--- config.mk ---
export PLATFORM = sky130hd
export DESIGN_NAME = rtca_alarm_regs
export DESIGN_NICKNAME = d
export VERILOG_FILES = /design/src/design/rtca_pkg.sv /design/src/design/rtca_alarm_regs.sv
export SDC_FILE = /design/constraint.sdc
export NUM_CORES = 1
export LEC_CHECK = 0
export ABC_AREA = 1
export BUFFER_PORTS_ARGS = -buffer_cell sky130_fd_sc_hd__buf_2
export CAP_MARGIN = 20
export CORE_ASPECT_RATIO = 0.6
export CORE_MARGIN = 4
export CORE_UTILIZATION = 46
export CTS_BUF_LIST = sky130_fd_sc_hd__clkbuf_16
export DETAILED_ROUTE_END_ITERATION = 10
export GPL_TIMING_DRIVEN = 0
export PLACE_DENSITY_LB_ADDON = 0.3
export SYNTH_ARGS = -nofsm -noshare
export SYNTH_HDL_FRONTEND = slang
export SYNTH_SLANG_ARGS = --single-unit
--- constraint.sdc ---
create_clock -name ref_clk -period 2.95 [get_ports ref_clk]
set_clock_uncertainty 0.05 [all_clocks]
set_input_delay 0.1475 -clock ref_clk [delete_from_list [all_inputs] [get_ports ref_clk]]
set_output_delay 0.1475 -clock ref_clk [all_outputs]
set_load 0.03 [all_outputs]
--- src/design/rtca_pkg.sv ---
// package: register map and field layout of the alarm value registers
package rtca_pkg;
    // byte addresses of the two registers and the unlock control word
    localparam logic [7:0] ADDR_WEEKDAY_HOURS   = 8'h00;
    localparam logic [7:0] ADDR_MINUTES_SECONDS = 8'h04;
    localparam logic [7:0] ADDR_UNLOCK          = 8'h08;
    // implemented bit masks, everything else reads zero
    localparam logic [15:0] MASK_WEEKDAY_HOURS   = 16'h073F;
    localparam logic [15:0] MASK_MINUTES_SECONDS = 16'h7F7F;
    // field positions
    localparam int WEEKDAY_LSB     = 8;
    localparam int HOUR_TENS_LSB   = 4;
    localparam int HOUR_ONES_LSB   = 0;
    localparam int MINUTE_TENS_LSB = 12;
    localparam int MINUTE_ONES_LSB = 8;
    localparam int SECOND_TENS_LSB = 4;
    localparam int SECOND_ONES_LSB = 0;
    localparam int UNLOCK_BIT      = 0;
    // reset values; hardware leaves them unknown, we pick zero
    localparam logic [15:0] RESET_WEEKDAY_HOURS   = 16'h0000;
    localparam logic [15:0] RESET_MINUTES_SECONDS = 16'h0000;
    localparam logic        RESET_UNLOCK          = 1'b0;
    // ahb encodings
    localparam logic [1:0] HTRANS_NONSEQ = 2'h2;
    localparam logic [1:0] HTRANS_SEQ    = 2'h3;
endpackage : rtca_pkg

--- src/design/rtca_alarm_regs.sv ---
// alarm setpoint registers with an ahb-lite slave
// Function
// - weekday alarm digit at bits 10-8, binary value zero to six
// - minute tens digit at bits 14-12, value zero to five
// - minute ones digit at bits 11-8, value zero to nine
// - second tens digit at bits 6-4, value zero to five
// - second ones digit at bits 3-0, value zero to nine
// - weekday/hours write takes effect only while write unlock is one
// - unimplemented bits read zero and ignore writes
`timescale 1ns/100ps
module rtca_alarm_regs (
    // clock and reset
    input  wire logic        ref_clk,
    input  wire logic        srst,
    // ahb-lite slave
    input  wire logic        hsel,
    input  wire logic [31:0] haddr,
    input  wire logic [1:0]  htrans,
    input  wire logic        hwrite,
    input  wire logic [2:0]  hsize,
    input  wire logic [31:0] hwdata,
    input  wire logic        hready,
    output logic      [31:0] hrdata,
    output logic             hreadyout,
    output logic             hresp,
    // alarm digits toward the match logic, and the clock write unlock
    output logic      [2:0]  alarm_weekday_digit,
    output logic      [1:0]  alarm_hour_tens,
    output logic      [3:0]  alarm_hour_ones,
    output logic      [2:0]  alarm_minute_tens,
    output logic      [3:0]  alarm_minute_ones,
    output logic      [2:0]  alarm_second_tens,
    output logic      [3:0]  alarm_second_ones,
    output logic             clock_write_unlock
);
    logic [15:0] wdhr_q, wdhr_d;
    logic [15:0] msec_q, msec_d;
    logic        unlock_q, unlock_d;
    logic        wr_pend_q, wr_pend_d;
    logic [7:0]  wr_addr_q, wr_addr_d;
    logic [31:0] rdata_q, rdata_d;
    logic        ready_q, ready_d;
    logic        resp_q, resp_d;
    logic        take;
    logic [7:0]  a;

    assign take = hsel && hready && (htrans == rtca_pkg::HTRANS_NONSEQ
                                     || htrans == rtca_pkg::HTRANS_SEQ);
    assign a    = haddr[7:0];

    // zero wait states: write data lands in the data phase, read data is
    // registered at the address phase so both answer one cycle later
    always_comb begin
        wdhr_d    = wdhr_q;
        msec_d    = msec_q;
        unlock_d  = unlock_q;
        wr_pend_d = take && hwrite;
        wr_addr_d = take ? a : wr_addr_q;
        rdata_d   = 32'h0000_0000;
        // zero wait states and an okay answer, still held in flops so that
        // every bus output leaves a register
        ready_d   = 1'b1;
        resp_d    = 1'b0;
        if (wr_pend_q) begin
            if (wr_addr_q == rtca_pkg::ADDR_WEEKDAY_HOURS) begin
                if (unlock_q) begin
                    wdhr_d = hwdata[15:0] & rtca_pkg::MASK_WEEKDAY_HOURS;
                end
            end else if (wr_addr_q == rtca_pkg::ADDR_MINUTES_SECONDS) begin
                msec_d = hwdata[15:0] & rtca_pkg::MASK_MINUTES_SECONDS;
            end else if (wr_addr_q == rtca_pkg::ADDR_UNLOCK) begin
                unlock_d = hwdata[rtca_pkg::UNLOCK_BIT];
            end
        end
        if (take && !hwrite) begin
            // reads see the value after any write completing this cycle
            if (a == rtca_pkg::ADDR_WEEKDAY_HOURS) begin
                rdata_d = {16'h0000, wdhr_d & rtca_pkg::MASK_WEEKDAY_HOURS};
            end else if (a == rtca_pkg::ADDR_MINUTES_SECONDS) begin
                rdata_d = {16'h0000, msec_d & rtca_pkg::MASK_MINUTES_SECONDS};
            end else if (a == rtca_pkg::ADDR_UNLOCK) begin
                rdata_d = {31'h0000_0000, unlock_d};
            end
        end
    end

    // synchronous reset; the digits come up zero where the device leaves them unknown
    always_ff @(posedge ref_clk) begin
        if (srst) begin
            wdhr_q    <= rtca_pkg::RESET_WEEKDAY_HOURS;
            msec_q    <= rtca_pkg::RESET_MINUTES_SECONDS;
            unlock_q  <= rtca_pkg::RESET_UNLOCK;
            wr_pend_q <= 1'b0;
            wr_addr_q <= 8'h00;
            rdata_q   <= 32'h0000_0000;
            ready_q   <= 1'b1;
            resp_q    <= 1'b0;
        end else begin
            wdhr_q    <= wdhr_d;
            msec_q    <= msec_d;
            unlock_q  <= unlock_d;
            wr_pend_q <= wr_pend_d;
            wr_addr_q <= wr_addr_d;
            rdata_q   <= rdata_d;
            ready_q   <= ready_d;
            resp_q    <= resp_d;
        end
    end

    assign hrdata    = rdata_q;
    assign hreadyout = ready_q;
    assign hresp     = resp_q;

    assign alarm_weekday_digit = wdhr_q[rtca_pkg::WEEKDAY_LSB +: 3];
    assign alarm_hour_tens     = wdhr_q[rtca_pkg::HOUR_TENS_LSB +: 2];
    assign alarm_hour_ones     = wdhr_q[rtca_pkg::HOUR_ONES_LSB +: 4];
    assign alarm_minute_tens   = msec_q[rtca_pkg::MINUTE_TENS_LSB +: 3];
    assign alarm_minute_ones   = msec_q[rtca_pkg::MINUTE_ONES_LSB +: 4];
    assign alarm_second_tens   = msec_q[rtca_pkg::SECOND_TENS_LSB +: 3];
    assign alarm_second_ones   = msec_q[rtca_pkg::SECOND_ONES_LSB +: 4];
    assign clock_write_unlock  = unlock_q;

    // assertions
    // low half of the write data and the unlock bit, named so checks can look back
    logic [15:0] hwdata_lo;
    logic        unlock_wbit;
    assign hwdata_lo   = hwdata[15:0];
    assign unlock_wbit = hwdata[rtca_pkg::UNLOCK_BIT];

    // write paths
    a_write_pend_tracks: assert property (@(posedge ref_clk) disable iff (srst)
        take && hwrite
        |=> wr_pend_q && wr_addr_q == $past(a))
        else $error("write address phase not captured");
    a_locked_write_held: assert property (@(posedge ref_clk) disable iff (srst)
        wr_pend_q && wr_addr_q == rtca_pkg::ADDR_WEEKDAY_HOURS && !unlock_q
        |=> $stable(wdhr_q))
        else $error("weekday/hours changed while locked");
    a_unlocked_write_lands: assert property (@(posedge ref_clk) disable iff (srst)
        wr_pend_q && wr_addr_q == rtca_pkg::ADDR_WEEKDAY_HOURS && unlock_q
        |=> wdhr_q == ($past(hwdata_lo) & rtca_pkg::MASK_WEEKDAY_HOURS))
        else $error("unlocked weekday/hours write lost");
    a_wdhr_write_only: assert property (@(posedge ref_clk) disable iff (srst)
        !(wr_pend_q && wr_addr_q == rtca_pkg::ADDR_WEEKDAY_HOURS)
        |=> $stable(wdhr_q))
        else $error("weekday/hours changed without a write");
    a_msec_write_lands: assert property (@(posedge ref_clk) disable iff (srst)
        wr_pend_q && wr_addr_q == rtca_pkg::ADDR_MINUTES_SECONDS
        |=> {1'h0, alarm_minute_tens, alarm_minute_ones, 1'h0, alarm_second_tens,
             alarm_second_ones} == ($past(hwdata_lo) & rtca_pkg::MASK_MINUTES_SECONDS))
        else $error("minutes/seconds write lost");
    a_msec_write_only: assert property (@(posedge ref_clk) disable iff (srst)
        !(wr_pend_q && wr_addr_q == rtca_pkg::ADDR_MINUTES_SECONDS)
        |=> $stable(msec_q))
        else $error("minutes/seconds changed without a write");
    a_unlock_write_lands: assert property (@(posedge ref_clk) disable iff (srst)
        wr_pend_q && wr_addr_q == rtca_pkg::ADDR_UNLOCK
        |=> clock_write_unlock == $past(unlock_wbit))
        else $error("unlock write lost");
    a_unlock_write_only: assert property (@(posedge ref_clk) disable iff (srst)
        !(wr_pend_q && wr_addr_q == rtca_pkg::ADDR_UNLOCK)
        |=> $stable(clock_write_unlock))
        else $error("unlock changed without a write");

    // field placement
    a_weekday_field: assert property (@(posedge ref_clk) disable iff (srst)
        alarm_weekday_digit == wdhr_q[10:8])
        else $error("weekday digit misplaced");
    a_hour_fields: assert property (@(posedge ref_clk) disable iff (srst)
        {alarm_hour_tens, alarm_hour_ones} == wdhr_q[5:0])
        else $error("hour digits misplaced");
    a_minute_tens: assert property (@(posedge ref_clk) disable iff (srst)
        alarm_minute_tens == msec_q[14:12])
        else $error("minute tens misplaced");
    a_minute_ones: assert property (@(posedge ref_clk) disable iff (srst)
        alarm_minute_ones == msec_q[11:8])
        else $error("minute ones misplaced");
    a_second_digits: assert property (@(posedge ref_clk) disable iff (srst)
        msec_q[6:0] == {alarm_second_tens, alarm_second_ones})
        else $error("second digits misplaced");
    a_second_ones: assert property (@(posedge ref_clk) disable iff (srst)
        alarm_second_ones == msec_q[3:0])
        else $error("second ones misplaced");
    a_unlock_output: assert property (@(posedge ref_clk) disable iff (srst)
        clock_write_unlock == unlock_q)
        else $error("unlock output differs from its register");
    a_wdhr_reserved_zero: assert property (@(posedge ref_clk) disable iff (srst)
        (wdhr_q & ~rtca_pkg::MASK_WEEKDAY_HOURS) == 16'h0000)
        else $error("weekday/hours reserved bits set");
    a_msec_reserved_zero: assert property (@(posedge ref_clk) disable iff (srst)
        (msec_q & ~rtca_pkg::MASK_MINUTES_SECONDS) == 16'h0000)
        else $error("minutes/seconds reserved bits set");

    // read paths
    a_read_wdhr_data: assert property (@(posedge ref_clk) disable iff (srst)
        take && !hwrite && a == rtca_pkg::ADDR_WEEKDAY_HOURS
        |=> hrdata == {16'h0000, wdhr_q})
        else $error("weekday/hours read wrong");
    a_read_msec_data: assert property (@(posedge ref_clk) disable iff (srst)
        take && !hwrite && a == rtca_pkg::ADDR_MINUTES_SECONDS
        |=> hrdata == {16'h0000, msec_q})
        else $error("minutes/seconds read wrong");
    a_read_unlock_data: assert property (@(posedge ref_clk) disable iff (srst)
        take && !hwrite && a == rtca_pkg::ADDR_UNLOCK
        |=> hrdata == {31'h0, clock_write_unlock})
        else $error("unlock read wrong");
    a_read_unmapped_zero: assert property (@(posedge ref_clk) disable iff (srst)
        take && !hwrite && a != rtca_pkg::ADDR_WEEKDAY_HOURS
        && a != rtca_pkg::ADDR_MINUTES_SECONDS && a != rtca_pkg::ADDR_UNLOCK
        |=> hrdata == 32'h0000_0000)
        else $error("unmapped read not zero");
    a_read_upper_zero: assert property (@(posedge ref_clk) disable iff (srst)
        take && !hwrite |=> hrdata[31:16] == 16'h0000)
        else $error("read upper half not zero");
    a_read_data_drops: assert property (@(posedge ref_clk) disable iff (srst)
        !(take && !hwrite) |=> hrdata == 32'h0000_0000)
        else $error("read data held past its data phase");

    // reset and bus answer
    a_reset_clears_state: assert property (@(posedge ref_clk)
        srst |=> wdhr_q == rtca_pkg::RESET_WEEKDAY_HOURS
            && msec_q == rtca_pkg::RESET_MINUTES_SECONDS && unlock_q == rtca_pkg::RESET_UNLOCK)
        else $error("reset left a register set");
    a_bus_answer_okay: assert property (@(posedge ref_clk) disable iff (srst)
        hreadyout && !hresp)
        else $error("bus answer not ready and okay");
endmodule : rtca_alarm_regs

==> results.md <==
- Hold Fails Final Rpt: 0
- Sequential area share after synthesis: a little over two fifths
- Pins Over Slew Limit: 0
- Setup CP Type: reg -> reg
- # IOs: around 130
- Clock buffer count from CTS: 5
- Synth cell types: 26
- Leakage: between 1 and 1.5 nW
- Largest buffer count on any clock path: 2
- First-pass GRT wire length: between 7 and 8 mm
- Resize count post-CTS: 0
- Buf+Inv Stages, Crit Path: 1
- CTS Hold Bufs: 0
- Vias in the first global route: around 1600
- Hold Startpoint: haddr[5]
- WHS Endpoint: wr_addr_q[5]
- Drt drc: 0
- Critical Path Start Type: flop
- Overall routed net length: between 4 and 5 mm
- Max_cap viols: 0
- GRT Total Usage: roughly 17%
- Routability cong.: ~0.86
- Initial antenna violation count: 0
- Hold path cells: 3
- Run status: finished clean
- CP endpoint kind: flop
- Synthesized area: 2150 µm²
- Max stage delay on crit path: ~320 ps
- H-tree depth: 2
- Synthesis-stage register bit count: 47
- Largest net degree at the start of global routing: 15
- Port Buffers: 64
- Pre-CTS WS: about 1600 ps
- Setup TNS: 0 ps
- Core footprint: around 4300 µm²
- Syn. warnings: 0
- Crit path DAT: approximately 1500 ps
- Hold WC Path Type: in -> reg
- Setup-failing EPs final: 0
- CP Cell Sequence: nor2_1, nand2_2, nor2_4, nand2_4, buf_6, o21ai_2, o22ai_2
- Crit path time final: about 1400 ps
- Detailed Place HPWL: 3.74 mm
- Tcrit/Tclk final: between 40% and 50%
- Die Ht: between 60 and 70 µm
- R2R Path Start: wr_addr_q[4]
- Slew @ Worst Pin: approximately 520 ps
- CP max FO: 10
- Die area: between 5000 and 6000 µm²
- Post-Syn Instances: between 200 and 300
- Clock Sinks: 47
- Starting Density: 50.0%
- Post-CTS Setup Bufs: 0
- Crit path max-delay family: simple AND/OR/NAND/NOR gates
- Via count: about 1800
- Via density per instance: around 4.5
- Latest clock arrival within the worst-skew pair: ~280 ps
- Slew margin rel.: around two thirds
- RSZ-0062 raised after global routing: false
- Pwr/cell area: 477 nW/µm²
- Clk slew on worst S/H paths: 60 ps
- CP max-delay cell: dfxtp_1
- FF-to-FF setup slack: 1530 ps
- Worst reg2reg path endpoint: hrdata[4]
- # diodes: 0
- FP Rows: 18
- R2R depth: 7
- Starting DRT DRC Count: 40
- First-pass DRT Iterations: 4
- Fmax achieved: between 0.7 and 0.8 GHz
- Die Wd: 96.3 µm
- Synth-to-layout area growth: 28.1%
- NumNets Final: 421
- Clock root cell: clkbuf_16
- Syn Area/Cell: roughly 8.3 µm²
- Routed Antenna Nets: 0
- Critical Path RT: 3060 ps
- Final setup margin: around 1500 ps
- Wire length per cell: 11.8 µm
- Share of layout cells above drive strength 1: 39.9%
- GRT overflow: 0
- TritonCTS clock tree: yes
- VDD IR max: 267 µV
[power breakdown]
part           switching [W]  internal (W)
registers         0.00000358      0.000640
logic              0.0000893     0.0000462
clock network       0.000224      0.000309
total               0.000317      0.000995
[stage by stage]
step                      hold WS (ps)  util [%]  cell area [µm²]  instances  total power, W
after floorplan                    247         -             2220        276        0.000755
after global placement             373      60.7             2610        400        0.000789
after detailed placement           374      60.7             2610        400        0.000791
after CTS                         73.8      64.0             2750        408         0.00132
after global routing              91.5      64.0             2750        408         0.00137
final                             73.9      64.0             2750        408         0.00131
[synthesized netlist by cell type, drive strengths merged]
cell type	instances	area share (%)
dfxtp	47	44
o22ai	8	4.7
nor2	40	7.9
conb	2	0.35
inv	33	5.8
o21ai	16	6.5
a21oi	8	2.2
nand3	14	3.5
clkbuf	2	0.35
nor3	2	0.99
nor3b	1	0.35
buf	27	9.7
nand2	44	9.3
nand4	4	1.2
a211oi	10	3.5
[flip-flops by register name, summed over array words and instances (netlist names)]
signal / flops
msec_q: 14
wdhr_q: 9
clock_write_unlock: 1
wr_pend_q: 1
wr_addr_q: 8
hrdata: 14
[layout make-up]
| class | instances | area, µm² |
|---|---|---|
| clock buffer | 5 | 125 |
| sequential | 47 | 941 |
| timing repair buffer | 64 | 320 |
| inverter | 33 | 124 |
| clock inverter | 3 | 16.3 |
| fill | 386 | 1550 |
| tap | 60 | 75.1 |
| multi-input combinational | 167 | 937 |
| buffer | 29 | 215 |
[how the worst max path moves through the flow]
stage | from | end | slack (ps) | cells past startpoint
3_5_place_dp | wr_addr_q[4] | hrdata[5] | 1570 | 7
2_1_floorplan | clock_write_unlock | hrdata[10] | 1550 | 6
4_1_cts | wr_addr_q[6] | hrdata[4] | 1530 | 7
3_3_place_gp | wr_addr_q[4] | hrdata[3] | 1570 | 7
5_1_grt | wr_addr_q[6] | hrdata[4] | 1410 | 7
6_report | wr_addr_q[4] | hrdata[4] | 1530 | 7
[cells in the final DEF (no fill, tap or decap), types with 3 or more instances in the layout]
cell type,count
conb_1,20
a211oi_1,10
nand2_4,3
dfxtp_1,47
nand4_1,4
buf_6,4
nand3_1,13
inv_1,30
o22ai_2,8
buf_2,65
nand2_2,5
inv_2,4
buf_4,20
o21ai_2,16
clkbuf_16,5
nor2_1,36
a21oi_1,6
nand2_1,36
[metal layers]
metal  share of wire [%]  GRT usage, %
met5                   0             0
met2                  41          25.4
met3                 8.2          5.45
met1                  49          24.5
met4                 1.0          5.06
[logic make-up after synthesis]
| family | count (synthesis) | synth area share [%] |
|---|---|---|
| other cells | 2 | 0.349 |
| simple gates | 105 | 23.2 |
| flops | 47 | 43.8 |
| buf+inv | 62 | 15.8 |
| compound gates | 42 | 16.9 |
[worst reg2reg max path: stages, from the launching register on]
cell,delay [ps]
dfxtp_1,320
nor2_1,130
nand2_2,130
nor2_4,140
nand2_4,100
buf_6,170
o21ai_2,160
o22ai_2,90
No activity file was read; power rests on OpenSTA's default activity.
